File: config.mk
export PLATFORM = sky130hd
export DESIGN_NAME = smon_port
export DESIGN_NICKNAME = d
export VERILOG_FILES = /design/src/smon_pkg.sv /design/src/smon_port.sv /design/src/smon_sync3.sv
export SDC_FILE = /design/constraint.sdc
export NUM_CORES = 1
export LEC_CHECK = 0
export ABC_AREA = 1
export BUFFER_PORTS_ARGS = -buffer_cell sky130_fd_sc_hd__buf_2
export CAP_MARGIN = 20
export CORE_UTILIZATION = 40
export CTS_CLUSTER_DIAMETER = 120
export CTS_CLUSTER_SIZE = 10
export DETAILED_ROUTE_END_ITERATION = 16
export RECOVER_POWER = 100
export SLEW_MARGIN = 20
export SYNTH_ARGS = -nofsm -noshare
export SYNTH_HDL_FRONTEND = slang
export SYNTH_HIERARCHICAL = 1
export SYNTH_SLANG_ARGS = --single-unit
File: constraint.sdc
create_clock -name core_clk -period 5.4 [get_ports core_clk]
set_input_delay 0.27 -clock core_clk [delete_from_list [all_inputs] [get_ports core_clk]]
set_output_delay 0.27 -clock core_clk [all_outputs]
set_load 0.02 [all_outputs]
File: src/smon_pkg.sv
// shared constants for the monitor register port: register map, reset
// values, configuration fields and timing counts
// assumes a 100 MHz core clock
package smon_pkg;

  // register indices as seen in the pointer
  localparam logic [7:0] SMON_REG_RES_25V   = 8'h20;
  localparam logic [7:0] SMON_REG_RES_VCC   = 8'h22;
  localparam logic [7:0] SMON_REG_CONFIG1   = 8'h40;
  localparam logic [7:0] SMON_REG_STATUS    = 8'h41;
  localparam logic [7:0] SMON_REG_LO_25V    = 8'h44;
  localparam logic [7:0] SMON_REG_HI_25V    = 8'h45;
  localparam logic [7:0] SMON_REG_LO_VCC    = 8'h48;
  localparam logic [7:0] SMON_REG_HI_VCC    = 8'h49;

  // reset values
  localparam logic [7:0] SMON_RST_RESULT    = 8'h00;
  localparam logic [7:0] SMON_RST_CONFIG1   = 8'h00;
  localparam logic [7:0] SMON_RST_LO_LIMIT  = 8'h00;
  localparam logic [7:0] SMON_RST_HI_LIMIT  = 8'hff;
  localparam logic [7:0] SMON_RST_POINTER   = 8'h00;

  // configuration one fields
  localparam int SMON_CFG_TIMEOUT_DIS_BIT   = 6;
  localparam int SMON_CFG_VCC_5V_BIT        = 7;

  // status fields
  localparam int SMON_STS_25V_BIT           = 0;
  localparam int SMON_STS_VCC_BIT           = 1;

  // bus addresses
  localparam logic [6:0] SMON_DEV_ADDR      = 7'h2e;
  localparam logic [6:0] SMON_ALERT_RESP    = 7'h0c;

  // timing
  localparam int SMON_CLK_MHZ               = 100;
  localparam int SMON_CONV_TIME_US          = 711;
  localparam int SMON_CONV_CYC = SMON_CONV_TIME_US * SMON_CLK_MHZ;
  localparam int SMON_TIMEOUT_MS            = 25;
  localparam int SMON_TIMEOUT_CYC = SMON_TIMEOUT_MS * 1000 * SMON_CLK_MHZ;
  localparam int SMON_AVG_COUNT             = 16;

  // slave states
  typedef enum logic [2:0] {
    SMON_ST_IDLE     = 3'b000,
    SMON_ST_ADDR     = 3'b001,
    SMON_ST_ACK_ADDR = 3'b010,
    SMON_ST_RX       = 3'b011,
    SMON_ST_ACK_RX   = 3'b100,
    SMON_ST_TX       = 3'b101,
    SMON_ST_ACK_TX   = 3'b110
  } smon_state_type;

endpackage

File: src/smon_port.sv
// smbus slave register port of the voltage monitor, with converter
// sequencing, 16-fold averaging, limit checks and the alert line
// assumes the analog converter presents adc_code for adc_chan in the cycle
// before adc_sample pulses, when the block samples it; sda and alert are open drain outside
`timescale 1ns/1ps
module smon_port
  import smon_pkg::*;
#(
  parameter int CONV_CYC    = SMON_CONV_CYC,
  parameter int TIMEOUT_CYC = SMON_TIMEOUT_CYC
) (
  input  wire logic       core_clk,
  input  wire logic       rst_n,
  input  wire logic       scl_i,
  input  wire logic       sda_i,
  output logic            sda_o,
  output logic            sda_oe,
  input  wire logic       alert_i,
  output logic            alert_o,
  output logic            alert_oe,
  input  wire logic [9:0] adc_code,
  output logic            adc_chan,
  output logic            adc_sample,
  output logic            vcc_5v_scale
);

  localparam logic [16:0] CONV_LAST = 17'(CONV_CYC - 1);
  localparam logic [21:0] TO_LAST   = 22'(TIMEOUT_CYC - 1);
  localparam logic [3:0]  AVG_LAST  = 4'(SMON_AVG_COUNT - 1);

  logic            rst_pipe_q;
  logic            rst_sync_n;
  logic            scl_s;
  logic            sda_s;
  logic            scl_prev_q;
  logic            sda_prev_q;
  smon_state_type  state_q;
  logic [3:0]      bit_cnt_q;
  logic [7:0]      rx_sh_q;
  logic [7:0]      tx_sh_q;
  logic            drive_q;
  logic            is_read_q;
  logic            is_ara_q;
  logic            first_byte_q;
  logic [21:0]     idle_cnt_q;
  logic [7:0]      ptr_q;
  logic [7:0]      cfg_q;
  logic [7:0]      res_25v_q;
  logic [7:0]      res_vcc_q;
  logic [7:0]      lo_25v_q;
  logic [7:0]      hi_25v_q;
  logic [7:0]      lo_vcc_q;
  logic [7:0]      hi_vcc_q;
  logic [1:0]      status_q;
  logic            alert_q;
  logic [16:0]     conv_cnt_q;
  logic [3:0]      avg_cnt_q;
  logic [13:0]     acc_q;
  logic            chan_q;
  logic            sample_q;

  // release the reset through two flops
  always_ff @(posedge core_clk or negedge rst_n) begin
    if (!rst_n) begin
      rst_pipe_q <= 1'b0;
      rst_sync_n <= 1'b0;
    end else begin
      rst_pipe_q <= 1'b1;
      rst_sync_n <= rst_pipe_q;
    end
  end

  smon_sync3 #(.RESET_VAL(1'b1)) u_sync_scl (
    .clk   (core_clk),
    .rst_n (rst_sync_n),
    .d     (scl_i),
    .q     (scl_s)
  );

  smon_sync3 #(.RESET_VAL(1'b1)) u_sync_sda (
    .clk   (core_clk),
    .rst_n (rst_sync_n),
    .d     (sda_i),
    .q     (sda_s)
  );

  // bus events from the filtered lines
  wire scl_rise  = scl_s & ~scl_prev_q;
  wire scl_fall  = ~scl_s & scl_prev_q;
  wire start_det = scl_s & scl_prev_q & sda_prev_q & ~sda_s;
  wire stop_det  = scl_s & scl_prev_q & ~sda_prev_q & sda_s;
  wire bus_edge  = (scl_s ^ scl_prev_q) | (sda_s ^ sda_prev_q);

  // address decode of the received first byte
  wire addr_own  = (rx_sh_q[7:1] == SMON_DEV_ADDR);
  wire addr_ara  = (rx_sh_q[7:1] == SMON_ALERT_RESP) & rx_sh_q[0] & alert_q;
  wire addr_hit  = addr_own | addr_ara;
  wire byte_done = scl_fall & (bit_cnt_q == 4'd8);

  // timeout only while a transaction is open and bit 6 is clear
  wire to_enable = ~cfg_q[SMON_CFG_TIMEOUT_DIS_BIT];
  wire timed_out = to_enable & (state_q != SMON_ST_IDLE)
                   & (idle_cnt_q == TO_LAST);

  // a released bit read back low means another sender won
  wire arb_lost  = scl_rise & ~drive_q & ~sda_s
                   & (bit_cnt_q != 4'd8);

  // register read selection by pointer, unmapped reads as zero
  wire [7:0] status_rd = {6'h00, status_q};
  wire [7:0] reg_rdata =
    (ptr_q == SMON_REG_RES_25V) ? res_25v_q :
    (ptr_q == SMON_REG_RES_VCC) ? res_vcc_q :
    (ptr_q == SMON_REG_CONFIG1) ? cfg_q :
    (ptr_q == SMON_REG_STATUS)  ? status_rd :
    (ptr_q == SMON_REG_LO_25V)  ? lo_25v_q :
    (ptr_q == SMON_REG_HI_25V)  ? hi_25v_q :
    (ptr_q == SMON_REG_LO_VCC)  ? lo_vcc_q :
    (ptr_q == SMON_REG_HI_VCC)  ? hi_vcc_q : 8'h00;
  wire [7:0] tx_byte = is_ara_q ? {SMON_DEV_ADDR, 1'b0} : reg_rdata;

  // write strobes: the second and later bytes of a write
  wire data_wr  = byte_done & (state_q == SMON_ST_RX) & ~first_byte_q;
  wire ptr_wr   = byte_done & (state_q == SMON_ST_RX) & first_byte_q;
  wire wr_cfg   = data_wr & (ptr_q == SMON_REG_CONFIG1);
  wire wr_lo25  = data_wr & (ptr_q == SMON_REG_LO_25V);
  wire wr_hi25  = data_wr & (ptr_q == SMON_REG_HI_25V);
  wire wr_lovcc = data_wr & (ptr_q == SMON_REG_LO_VCC);
  wire wr_hivcc = data_wr & (ptr_q == SMON_REG_HI_VCC);

  // the status byte read clears it; sending it counts as the read
  wire sts_read = (state_q == SMON_ST_ACK_ADDR) & scl_fall & is_read_q
                  & ~is_ara_q & (ptr_q == SMON_REG_STATUS);
  wire ara_done = (state_q == SMON_ST_ACK_TX) & scl_rise & is_ara_q;

  // slave line history and inactivity counter
  always_ff @(posedge core_clk or negedge rst_sync_n) begin
    if (!rst_sync_n) begin
      scl_prev_q <= 1'b1;
      sda_prev_q <= 1'b1;
      idle_cnt_q <= 22'h000000;
    end else begin
      scl_prev_q <= scl_s;
      sda_prev_q <= sda_s;
      if (bus_edge || state_q == SMON_ST_IDLE || timed_out) begin
        idle_cnt_q <= 22'h000000;
      end else begin
        idle_cnt_q <= idle_cnt_q + 22'h000001;
      end
    end
  end

  // slave byte engine; sda changes only after scl falls
  always_ff @(posedge core_clk or negedge rst_sync_n) begin
    if (!rst_sync_n) begin
      state_q      <= SMON_ST_IDLE;
      bit_cnt_q    <= 4'h0;
      rx_sh_q      <= 8'h00;
      tx_sh_q      <= 8'h00;
      drive_q      <= 1'b0;
      is_read_q    <= 1'b0;
      is_ara_q     <= 1'b0;
      first_byte_q <= 1'b0;
    end else if (timed_out || stop_det) begin
      state_q <= SMON_ST_IDLE;
      drive_q <= 1'b0;
    end else if (start_det) begin
      state_q   <= SMON_ST_ADDR;
      bit_cnt_q <= 4'h0;
      drive_q   <= 1'b0;
    end else begin
      case (state_q)
        SMON_ST_ADDR, SMON_ST_RX: begin
          if (scl_rise) begin
            rx_sh_q   <= {rx_sh_q[6:0], sda_s};
            bit_cnt_q <= bit_cnt_q + 4'h1;
          end else if (byte_done) begin
            if (state_q == SMON_ST_RX) begin
              drive_q      <= 1'b1;
              first_byte_q <= 1'b0;
              state_q      <= SMON_ST_ACK_RX;
            end else if (addr_hit) begin
              drive_q      <= 1'b1;
              is_read_q    <= rx_sh_q[0];
              is_ara_q     <= addr_ara;
              first_byte_q <= 1'b1;
              state_q      <= SMON_ST_ACK_ADDR;
            end else begin
              state_q <= SMON_ST_IDLE;
            end
          end
        end
        SMON_ST_ACK_ADDR, SMON_ST_ACK_RX: begin
          if (scl_fall) begin
            bit_cnt_q <= 4'h0;
            if (is_read_q) begin
              tx_sh_q <= tx_byte;
              drive_q <= ~tx_byte[7];
              state_q <= SMON_ST_TX;
            end else begin
              drive_q <= 1'b0;
              state_q <= SMON_ST_RX;
            end
          end
        end
        SMON_ST_TX: begin
          if (arb_lost) begin
            drive_q <= 1'b0;
            state_q <= SMON_ST_IDLE;
          end else if (scl_rise) begin
            bit_cnt_q <= bit_cnt_q + 4'h1;
          end else if (scl_fall) begin
            if (bit_cnt_q == 4'd8) begin
              drive_q <= 1'b0;
              state_q <= SMON_ST_ACK_TX;
            end else begin
              tx_sh_q <= {tx_sh_q[6:0], 1'b0};
              drive_q <= ~tx_sh_q[6];
            end
          end
        end
        SMON_ST_ACK_TX: begin
          // not-acknowledge ends the read; an acknowledge repeats the byte
          if (scl_rise) begin
            state_q   <= sda_s ? SMON_ST_IDLE : SMON_ST_ACK_RX;
            is_read_q <= 1'b1;
          end
        end
        default: begin
          drive_q <= 1'b0;
        end
      endcase
    end
  end

  // pointer and writable registers; reads never touch the pointer
  always_ff @(posedge core_clk or negedge rst_sync_n) begin
    if (!rst_sync_n) begin
      ptr_q    <= SMON_RST_POINTER;
      cfg_q    <= SMON_RST_CONFIG1;
      lo_25v_q <= SMON_RST_LO_LIMIT;
      hi_25v_q <= SMON_RST_HI_LIMIT;
      lo_vcc_q <= SMON_RST_LO_LIMIT;
      hi_vcc_q <= SMON_RST_HI_LIMIT;
    end else begin
      if (ptr_wr) ptr_q <= rx_sh_q;
      if (wr_cfg) cfg_q <= rx_sh_q;
      if (wr_lo25) lo_25v_q <= rx_sh_q;
      if (wr_hi25) hi_25v_q <= rx_sh_q;
      if (wr_lovcc) lo_vcc_q <= rx_sh_q;
      if (wr_hivcc) hi_vcc_q <= rx_sh_q;
    end
  end

  // converter pacing: one sample strobe per conversion time
  wire conv_tick = (conv_cnt_q == CONV_LAST);
  wire avg_done  = conv_tick & (avg_cnt_q == AVG_LAST);
  // sum of sixteen 10-bit codes never exceeds 14 bits, so the mean
  // saturates at 1023 by itself
  wire [13:0] acc_sum = acc_q + {4'h0, adc_code};
  wire [7:0]  avg_top = acc_sum[13:6];

  always_ff @(posedge core_clk or negedge rst_sync_n) begin
    if (!rst_sync_n) begin
      conv_cnt_q <= 17'h00000;
      avg_cnt_q  <= 4'h0;
      acc_q      <= 14'h0000;
      chan_q     <= 1'b0;
      sample_q   <= 1'b0;
    end else begin
      sample_q   <= conv_tick;
      conv_cnt_q <= conv_tick ? 17'h00000 : conv_cnt_q + 17'h00001;
      if (conv_tick) begin
        avg_cnt_q <= avg_cnt_q + 4'h1;
        acc_q     <= avg_done ? 14'h0000 : acc_sum;
      end
      if (avg_done) chan_q <= ~chan_q;
    end
  end

  // averaged results land in the register of the channel just measured
  always_ff @(posedge core_clk or negedge rst_sync_n) begin
    if (!rst_sync_n) begin
      res_25v_q <= SMON_RST_RESULT;
      res_vcc_q <= SMON_RST_RESULT;
    end else if (avg_done) begin
      if (chan_q) res_vcc_q <= avg_top;
      else res_25v_q <= avg_top;
    end
  end

  // limit checks on the stored eight-bit results
  wire viol_25v = (res_25v_q < lo_25v_q) | (res_25v_q > hi_25v_q);
  wire viol_vcc = (res_vcc_q < lo_vcc_q) | (res_vcc_q > hi_vcc_q);
  wire viol_any = viol_25v | viol_vcc;

  // status is sticky and cleared by reading it; a breach wins the clear
  always_ff @(posedge core_clk or negedge rst_sync_n) begin
    if (!rst_sync_n) begin
      status_q <= 2'b00;
      alert_q  <= 1'b0;
    end else begin
      status_q[SMON_STS_25V_BIT] <= viol_25v |
        (status_q[SMON_STS_25V_BIT] & ~sts_read);
      status_q[SMON_STS_VCC_BIT] <= viol_vcc |
        (status_q[SMON_STS_VCC_BIT] & ~sts_read);
      if (viol_any) begin
        alert_q <= 1'b1;
      end else if (ara_done) begin
        alert_q <= 1'b0;
      end
    end
  end

  // the alert line level is not needed: arbitration happens on sda
  wire unused_alert = alert_i;

  assign sda_o        = 1'b0;
  assign sda_oe       = drive_q;
  assign alert_o      = 1'b0;
  assign alert_oe     = alert_q & ~unused_alert | alert_q;
  assign adc_chan     = chan_q;
  assign adc_sample   = sample_q;
  assign vcc_5v_scale = cfg_q[SMON_CFG_VCC_5V_BIT];

endmodule

File: src/smon_sync3.sv
// three-stage pin synchroniser with agreement filter
// assumes d is asynchronous to clk
`timescale 1ns/1ps
module smon_sync3 #(
  parameter logic RESET_VAL = 1'b1
) (
  input  wire logic clk,
  input  wire logic rst_n,
  input  wire logic d,
  output logic      q
);

  logic ff1_q;
  logic ff2_q;
  logic ff3_q;

  // first stage feeds only the second; the output follows once 2 and 3 agree
  always_ff @(posedge clk or negedge rst_n) begin
    if (!rst_n) begin
      ff1_q <= RESET_VAL;
      ff2_q <= RESET_VAL;
      ff3_q <= RESET_VAL;
      q     <= RESET_VAL;
    end else begin
      ff1_q <= d;
      ff2_q <= ff1_q;
      ff3_q <= ff2_q;
      if (ff2_q == ff3_q) begin
        q <= ff3_q;
      end
    end
  end

endmodule
# == After elaboration in Yosys (flattened, before gate mapping) ==
# Index checks and enable logic that the tools add are counted.
# totals
reg_bits,164
latchBits,0
mem_bits_rw,0
rom_bits,0
inputBits,15
out_inout_bits,7
wordCells,234
memories,0
# op_classes
n_addsub,5
multipliers,0
div,0
order_cmp,4
n_eq_ne,45
shift,0
muxes,61
bitwise,60
reduce_logical,23
# ops
operator,count
8-bit two-way mux,9
8-bit by 7-bit equality test with 1-bit output (second input constant),6
7-bit two-way mux,6
3-bit two-way mux,13
1-bit bitwise AND,33
22-bit by 1-bit adder with 22-bit output (second input constant),1
22-bit equality test (second input constant),1
22-bit two-way mux,1
2-bit != test (second input constant),11
1-bit two-way mux,20
5-bit != test (second input constant),4
17-bit by 1-bit adder with 17-bit output (second input constant),1
17-bit equality test (second input constant),1
17-bit two-way mux,1
1-bit inverter,17
8-bit by 6-bit equality test with 1-bit output (second input constant),2
8-bit > comparator,2
8-bit less-than comparator,2
4-bit two-way mux,4
4-bit != test (second input constant),4
8-bit AND reduction,2
14-bit by 10-bit adder with 14-bit output,1
14-bit two-way mux,1
7-bit one-hot mux with 2 select lines,1
other kinds (30),54

# == Longest topological paths before layout ==
# Gate-level depths: netlist of run 1.
# logic_depth
word_depth,16
mapped_depth,15
mapped_depth_nobuf,15

# == Hierarchy ==
# The synthesis of run 1 kept the hierarchy.
# by_module_without_submodules
module,n_inst,cells_per_inst,area_per_inst_um2,seq_area_each_um2
smon_port,1,1142,8913.5,3926.3
smon_sync3,2,8,121.4,105.1

# == Least setup slack after synthesis of run 1 ==
# No wires, ideal clock.
# synth_timing
path_kind,reg-to-reg
startpoint,reg u_sync_scl.q
endpoint,reg state_q[1]
setup_ns,0.117
arrival_ns,1.702
t_required_ns,5.283
path_slack_ns,3.581
stages_incl_launch_ff,14
n_path_buf,1
synth_period_minus_slack_ns,1.819
path_cell_list,dfstp_2 ha_1 buf_2 inv_1 nor3_1 nand2_1 nand3_1 nand2_1 nand4_1 nand2_1 nor2_2 nand2_1 nand2_1 nand2_1
# synth_between
elab_chain_cells,8
word_cells_on_any_way,26
cone_classes,eq/ne: 7; mux: 4; bitwise: 12; reduce/logical: 3
# synth_lines
element,line_no,text
from (decl),smon_sync3.sv:10,output logic q
from (signal assigned),smon_sync3.sv:29,q <= ff3_q;
1-bit bitwise AND,smon_port.sv:88,wire scl_rise = scl_s & ~scl_prev_q;
1-bit bitwise AND (2 in series),smon_port.sv:106,wire arb_lost = scl_rise & ~drive_q & ~sda_s
1-bit bitwise AND,smon_port.sv:107,& (bit_cnt_q != 4'd8);
3-bit two-way mux,smon_port.sv:207,if (arb_lost) begin
3-bit one-hot mux with 4 select lines,smon_port.sv:172,case (state_q)
3-bit two-way mux,smon_port.sv:167,end else if (start_det) begin
3-bit two-way mux,smon_port.sv:164,end else if (timed_out || stop_det) begin
to (signal assigned),smon_port.sv:225,state_q <= sda_s ? SMON_ST_IDLE : SMON_ST_ACK_RX;
to (decl),smon_port.sv:37,smon_state_type state_q;
# Parallel ways exist; a longest one is shown, timed or not.
# A chain may end at the register's enable or synchronous reset.

# == Final worst setup path of run 1 ==
# layout_timing
startpoint,reg idle_cnt_q[0]
endpoint,reg tx_sh_q[3]
# layout_between
elab_chain_cells,5
# layout_lines
element,line_no,text
from (decl),smon_port.sv:45,logic [21:0] idle_cnt_q;
from (signal assigned),smon_port.sv:148,idle_cnt_q <= idle_cnt_q + 22'h000001;
22-bit equality test,smon_port.sv:103,& (idle_cnt_q == TO_LAST);
1-bit bitwise AND,smon_port.sv:103,
1-bit logical OR,smon_port.sv:164,
1-bit inverter (no source line),-,
9-bit AND reduction (no source line),-,
to (signal assigned),smon_port.sv:197,tx_sh_q <= tx_byte;
to (signal assigned),smon_port.sv:217,"tx_sh_q <= {tx_sh_q[6:0], 1'b0};"
to (decl),smon_port.sv:40,logic [7:0] tx_sh_q;
# Every way passes these cells.

==> key figures, run 1 <==
Floorplanning
  • Io pins: 22
  • Std-Cell Rows: 54
  • Die Height: 153.3 um
  • Initial Util: between 40% and 50%
  • Die Area: around 23000 um^2
  • Chip Width: between 150 and 200 um
  • Core Area: approximately 22000 um^2

Placement
  • Final HPWL DP: ~16 mm
  • Port bufs: 18
  • RePlAce Congestion: approximately 0.9
  • Area after DPL: 9525 um^2

Power and ir drop
  • Logic pwr share: 6.8%
  • Clock share of power: 43.9%
  • Seq pwr share: about half
  • Switch share: a little over a quarter
  • PwrDens: 262.0 nW/um^2
  • Peak supply drop: around 0.00014 V
  • Internal power: a little under 2000 uW
  • P_sw: 700.3 uW
  • Leakage: 0.004740 uW

Clock tree
  • TritonCTS Buffers: 17
  • H-tree depth: 4
  • # resized after CTS: 0
  • CTS tree: done
  • # clock sinks: between 150 and 200
  • Clk buf depth: 2
  • Root Driver: clkbuf_16
  • Insertion delay of the later-clocked pin in the worst-skew pair: 0.44 ns
  • Clock-pin slew of the registers on the worst-case setup and hold paths: about 0.070 ns

Cells and area
  • Fill count: roughly 2300
  • Ant diodes: 0
  • Commonest non-fill, non-tap cell in the layout: nand2_1
  • Fraction of layout cells with a size suffix above 1: between 7 and 8%
  • Final instance area: around 10000 um^2
  • Area Growth Syn to Fin: 9.305%
  • Sequential standard cell area: around 4100 um^2
  • NumNets Final: ~1200
  • Most frequent cells in the layout: nand2_1 (291), inv_1 (165), dfrtp_1 (138)
  • Footprint of the multi-input gates: around 4200 um^2

Routing
  • Remaining antenna violation count after routing: 0
  • Drt total wl: around 22 mm
  • Post-route DRC violation count: 0
  • First drt pass iteration count: 6
  • Iteration-0 DRC Markers: 390
  • Via density per instance: between 5 and 6
  • DR WL/cell: roughly 15 um
  • Vias: around 7500

Setup path
  • Slowest-stage cell, CP: nand3_1
  • Crit path launch type: register
  • Kind of critical path: reg -> reg
  • Critical path arrival: between 3 and 4 ns
  • Worst stage delay on the critical path: between 0.4 and 0.5 ns
  • Critical Path Most Common Cell: nand2_1
  • CP required: between 5 and 6 ns
  • CP Max Fanout: 12
  • Critical path origin: idle_cnt_q[0]
  • Reg2Reg Launch Point: idle_cnt_q[0]
  • Crit path cell chain: ha_1, nand2_1, nor2_1, nand2_1, nor2_1, nand3_1, nand3_1, clkinvlp_2, nand3_1, nor2_1, nand2_1, nand2_1
  • Worst setup EP type: register

STA
  • Skew final: 0.01594 ns
  • Max-slew violations: 0
  • Slew HR: 31.04%
  • Hold violation total from the final report: 0
  • Final count of negative-setup-slack endpoints: 0
  • Period minus WS final: between 2 and 3 ns
  • RSZ-0062 raised after global routing: no
  • Setup TNS: 0 ns
  • Tcrit/Tclk final: roughly half
  • Fmax: 363.7 MHz
  • Worst Tran Pin Value: 1.034 ns

Synthesis
  • Main synth FF type: dfrtp_1
  • Synth warn: 6
  • Post-synth top area cell: dfrtp_1
  • Ys async rst share: 100.0%
  • Share of the synthesized area in the top cell type: ~38%
  • Sequential-to-total area share from yosys stat: roughly 45%
  • Syn Std Cell Area: around 9000 um^2
  • Yosys cell types: 50
  • Synthesized instance count: roughly 1200
  • Post-synth EDFFs: 0
  • Syn_area_per_cell: 7.907 um^2
  • Synth Register Bits: around 160
  • Synth area leaders: dfrtp_1 (38%), nand2_1 (12%), dfstp_2 (7.5%)

Outcome
  • Result of the run: finished, final reports clean

Worst hold path
  • Hold crit path type: in -> async

GRT
  • Pin count of the biggest net entering global routing: roughly 140
  • Gr ovfl total: 0
  • Initial antenna violation count: 0
  • Vias in the first global route: between 7000 and 8000
  • GRT Overall Usage: around 20%
  • First-pass GRT wire length: roughly 36 mm

Run
  • Max-cap violations: 0
==> layer usage <==
layer  share of wire [%]  track usage (%)
met3                 3.4            3.176
met5                   0                0
met4                 1.3            6.109
met2                  45            31.01
met1                  50            27.15
==> logic make-up (layout without fill, tap and decap cells) <==
kind of cell	after synthesis	in the layout	synth area share [%]
other	2	3	0.08202
AND/OR/NAND/NOR	530	530	25.51
adder cells (fa/ha/maj)	49	49	6.778
buffers and inverters	190	226	8.240
flip-flops	164	164	45.18
AO/OA/AOI/OAI	197	197	11.72
XOR/XNOR	26	26	2.487
==> sequential cells by signal (all words and copies together) (netlist names), 2 cells and up <==
signal      count
idle_cnt_q     22
conv_cnt_q     17
cfg_q           8
status_q        2
ptr_q           8
hi_vcc_q        8
lo_vcc_q        8
res_25v_q       8
lo_25v_q        8
state_q         3
hi_25v_q        8
tx_sh_q         7
bit_cnt_q       4
res_vcc_q       8
rx_sh_q         8
acc_q          14
avg_cnt_q       4
==> path summary, 6_finish.rpt <==
kind	depth (start not counted)	slack [ns]	endpoint
setup / recovery	12	2.65	tx_sh_q[3]
hold / removal	2	0.15	rst_sync_n
setup reg to reg	12	2.65	tx_sh_q[3]
hold reg to reg	0	0.35	rst_sync_n
max in group asynchronous	1	3.80	lo_25v_q[3]
min in group core_clk	3	0.19	acc_q[0]
==> synth_stat cells (all sizes together), types with 4 or more instances <==
| master | n |
|---|---|
| o21ai | 109 |
| nand3 | 61 |
| nor4 | 9 |
| inv | 170 |
| nor3 | 33 |
| nor2 | 96 |
| nand2 | 292 |
| a21oi | 58 |
| nand3b | 5 |
| xnor2 | 6 |
| nand4 | 25 |
| ha | 48 |
| buf | 14 |
| clkbuf | 6 |
| o211ai | 7 |
| o22ai | 5 |
| xor2 | 20 |
| dfstp | 26 |
| a31oi | 5 |
| dfrtp | 138 |
| nor3b | 4 |
==> final cells by class <==
class / count / share of cell area [%]
multi-input combinational: 805 / 41.92
sequential: 164 / 41.33
inverter: 170 / 6.388
clock buffer: 17 / 4.251
tap: 280 / 3.500
timing repair buffer: 24 / 1.400
clock inverter: 15 / 1.213
==> what timing repair did <==
item,CTS,global route
hold buffers,3,0
buffers inserted,0,0
hold endpoints to repair,4,0
==> power by group through the flow <==
stage | sequential (uW) | combinational [uW] | clock, uW
final | 1290 | 179 | 1150
after global routing | 1300 | 210 | 1220
after CTS | 1300 | 185 | 1180
after detailed placement | 1320 | 183 | 0
after global placement | 1320 | 177 | 0
after floorplan | 1320 | 123 | 0
==> critical path: cells and delay by family (launching register included) <==
family | cells | cell delay, ns
adders and majority gates | 1 | 0.18
buffers and inverters | 1 | 0.38
DFF | 1 | 0.37
and+or+nand+nor | 10 | 1.69
==> through the flow <==
| step | utilization (%) | hold slack [ns] | total power (uW) | std cells | setup slack [ns] |
|---|---|---|---|---|---|
| 6_report | 45.16 | 0.1487 | 2622 | 1475 | 2.651 |
| 3_5_place_dp | 42.98 | 0.05588 | 1500 | 1440 | 3.067 |
| 5_1_grt | 45.16 | 0.1499 | 2729 | 1475 | 2.316 |
| 3_3_place_gp | 42.98 | 0.05588 | 1494 | 1440 | 3.156 |
| 2_1_floorplan | - | -0.02559 | 1442 | 1159 | 0.5374 |
| 4_1_cts | 45.58 | 0.1287 | 2656 | 1475 | 3.043 |
No activity file was read; power rests on OpenSTA's default activity.
==> run 2: changes to the inputs <==
==> constraint.sdc (replaced) <==
create_clock -name core_clk -period 2.7 [get_ports core_clk]
set_input_delay 0.135 -clock core_clk [delete_from_list [all_inputs] [get_ports core_clk]]
set_output_delay 0.135 -clock core_clk [all_outputs]
set_load 0.02 [all_outputs]
==> run 2 against run 1 <==
Against the previous run:
- power is 110% higher
- final cell count is 0.14% higher
- clock-buffer cell count is 6 higher
- hold slack worse by 0.077 ns
- critical path type unchanged
- critical endpoint is now hi_25v_q[6]
==> key figures, run 2 (synthesis gave the netlist of run 1 again) <==
Power and ir drop
  • Clock share of power: 45.8% (+1.9 points)
  • Logic pwr share: 6.6% (-0.2 points)
  • Peak supply drop: 0.0003013 V (+110%)
  • Internal power: 4121 uW (+110%)
  • Design Power: 5441 uW (+110%)
  • Leakage: 0.004799 uW (+1.2%)
  • PwrDens: 537.0 nW/um^2 (+100%)
  • P_sw: 1320 uW (+88%)
  • Switch share: 24.26% (-2.5 points)
  • Seq pwr share: 47.6% (-1.7 points)

Routing
  • First drt pass iteration count: 5 (-1)
  • Post-route DRC violation count: 0 (unchanged)
  • Via density per instance: 5.103 (about the same)
  • Drt total wl: 21.44 mm (-1.1%)
  • Vias: 7537 (+0.13%)
  • DR WL/cell: 14.52 um (-1.2%)
  • Remaining antenna violation count after routing: 0 (unchanged)
  • Iteration-0 DRC Markers: 481 (+23%)

Setup path
  • Crit path launch type: register
  • CP Max Fanout: 16 (+4)
  • CP required: 3.03 ns (-2.69 ns)
  • Top cell family by delay on the critical path: simple AND/OR/NAND/NOR gates
  • Crit path cell chain: inv_1, ha_1, nand2_1, nor2_1, nand2_1, nor3_2, nand2_1, o21ai_0
  • Worst stage delay on the critical path: 0.44 ns (+0.02 ns)
  • Critical path arrival: 2.64 ns (-0.43 ns)
  • Worst setup EP type: register
  • Crit path buf inv count: 1 (unchanged)
  • Critical Path Most Common Cell: nand2_1
  • Slowest-stage cell, CP: nor3_2
  • Kind of critical path: reg -> reg

STA
  • Hold violation total from the final report: 0 (unchanged)
  • Period minus WS final: 2.310 ns (-0.4398 ns)
  • Tcrit/Tclk final: 85.54% (+35 points)
  • Slew HR: 1.816% (-29 points)
  • RSZ-0062 raised after global routing: no
  • Worst Tran Pin Value: 1.473 ns (+0.4384 ns)
  • Fmax: 433.0 MHz (+19%)
  • Final count of negative-setup-slack endpoints: 0 (unchanged)
  • Setup TNS: 0 ns (unchanged)
  • Skew final: 0.01077 ns (-0.005163 ns)
  • Max-slew violations: 0 (unchanged)

Clock tree
  • Root Driver: clkbuf_16
  • Post-CTS Repair Setup Buffers: 0 (unchanged)
  • Clock-pin slew of the registers on the worst-case setup and hold paths: 0.07 ns (about the same)
  • TritonCTS Buffers: 17 (unchanged)
  • CTS tree: done
  • H-tree depth: 4 (unchanged)
  • Clk buf depth: 2 (unchanged)
  • Insertion delay of the later-clocked pin in the worst-skew pair: 0.43 ns (about the same)
  • # clock sinks: 164 (unchanged)

Floorplanning
  • Chip Width: 153.3 um (unchanged)
  • Core Area: 22160 um^2 (unchanged)
  • Io pins: 22 (unchanged)
  • Std-Cell Rows: 54 (unchanged)
  • Die Height: 153.3 um (unchanged)
  • Initial Util: 41.32% (unchanged)
  • Die Area: 23500 um^2 (unchanged)

Cells and area
  • Regs by FF count: idle_cnt_q (22), conv_cnt_q (17), acc_q (14)
  • Area Growth Syn to Fin: 10.65%
  • Fill count: 2205 (-2.3%)
  • Fraction of layout cells with a size suffix above 1: 7.519% (+0.49 points)
  • Final instance area: 10130 um^2 (+1.2%)
  • Footprint of the multi-input gates: 4223 um^2 (+0.66%)
  • Largest Register: idle_cnt_q
  • Most frequent cells in the layout: nand2_1 (290), inv_1 (164), dfrtp_1 (138)
  • Ant diodes: 0 (unchanged)
  • Sequential standard cell area: 4136 um^2 (unchanged)
  • Flip-flop count of the largest register after layout: 22 (unchanged)
  • Commonest non-fill, non-tap cell in the layout: nand2_1
  • NumNets Final: 1248 (+0.16%)

Placement
  • Area after DPL: 9545 um^2 (+0.21%)
  • Port bufs: 18 (unchanged)
  • RePlAce Congestion: 0.8906 (-3.1%)
  • Final HPWL DP: 15.63 mm (+0.65%)

GRT
  • Gr ovfl total: 0 (unchanged)
  • First-pass GRT wire length: 36.34 mm (-0.13%)
  • Initial antenna violation count: 0 (unchanged)
  • Vias in the first global route: 7163 (-0.73%)
  • Pin count of the biggest net entering global routing: 66 (-54%)
  • GRT Overall Usage: 19.44% (-0.073 points)

Run
  • Max-cap violations: 0 (unchanged)

Worst hold path
  • Hold crit path type: in -> reg

Outcome
  • Result of the run: finished, final reports clean
run 2: layout make-up:
cell class                 instances  share of cell area, %
multi-input combinational        805                  41.68
inverter                         170                  6.323
clock inverter                     9                  1.149
timing repair buffer              26                  1.741
tap                              280                  3.458
clock buffer                      23                  4.817
sequential                       164                  40.83
run 2: path summary, 6_finish.rpt:
kind	startpoint	endpoint	slack (ns)	cells after the start
max	bit_cnt_q[0]	hi_25v_q[6]	0.39	8
min	adc_code[0]	acc_q[0]	0.07	3
max reg2reg	bit_cnt_q[0]	hi_25v_q[6]	0.39	8
min reg2reg	rst_pipe_q	rst_sync_n	0.36	0
max in group asynchronous	rst_sync_n	hi_25v_q[1]	1.00	1
min in group asynchronous	rst_n	rst_sync_n	0.55	3
run 2: power by group through the flow:
stage / clock, uW / combinational [uW] / sequential (uW)
2_1_floorplan: 0 / 246 / 2640
3_3_place_gp: 0 / 356 / 2640
3_5_place_dp: 0 / 363 / 2640
4_1_cts: 2550 / 370 / 2590
5_1_grt: 2650 / 422 / 2600
6_report: 2490 / 359 / 2590
run 2: per-stage QoR:
stage	std cells	utilization [%]	setup WS [ns]	hold WS (ns)
finish	1477	45.71	0.3904	0.07141
global route	1477	45.71	0.1310	0.09711
CTS	1477	45.98	0.3960	0.06266
detailed placement	1441	43.07	0.4576	-0.07896
global placement	1441	43.07	0.5107	-0.07963
floorplan	1159	-	0.01104	-0.1606
run 2: timing repair:
| action | in CTS | in global routing |
|---|---|---|
| hold buffers | 4 | 0 |
| endpoints found under the hold margin | 4 | 0 |
| gates resized for setup | 0 | 0 |
run 2: worst register-to-register path: stages (launching register included):
cell and delay (ns):
dfrtp_1 0.40, inv_1 0.09, ha_1 0.15, nand2_1 0.05, nor2_1 0.17, nand2_1 0.17
nor3_2 0.44, nand2_1 0.43, o21ai_0 0.32
run 2: routing by layer:
metal	global-route usage (%)	up-vias	wire length [um]
li1	-	3826	-
met1	27.25	3524	10380
met2	30.77	158	9727
met3	3.176	29	923
met4	5.772	0	411
met5	0	-	0
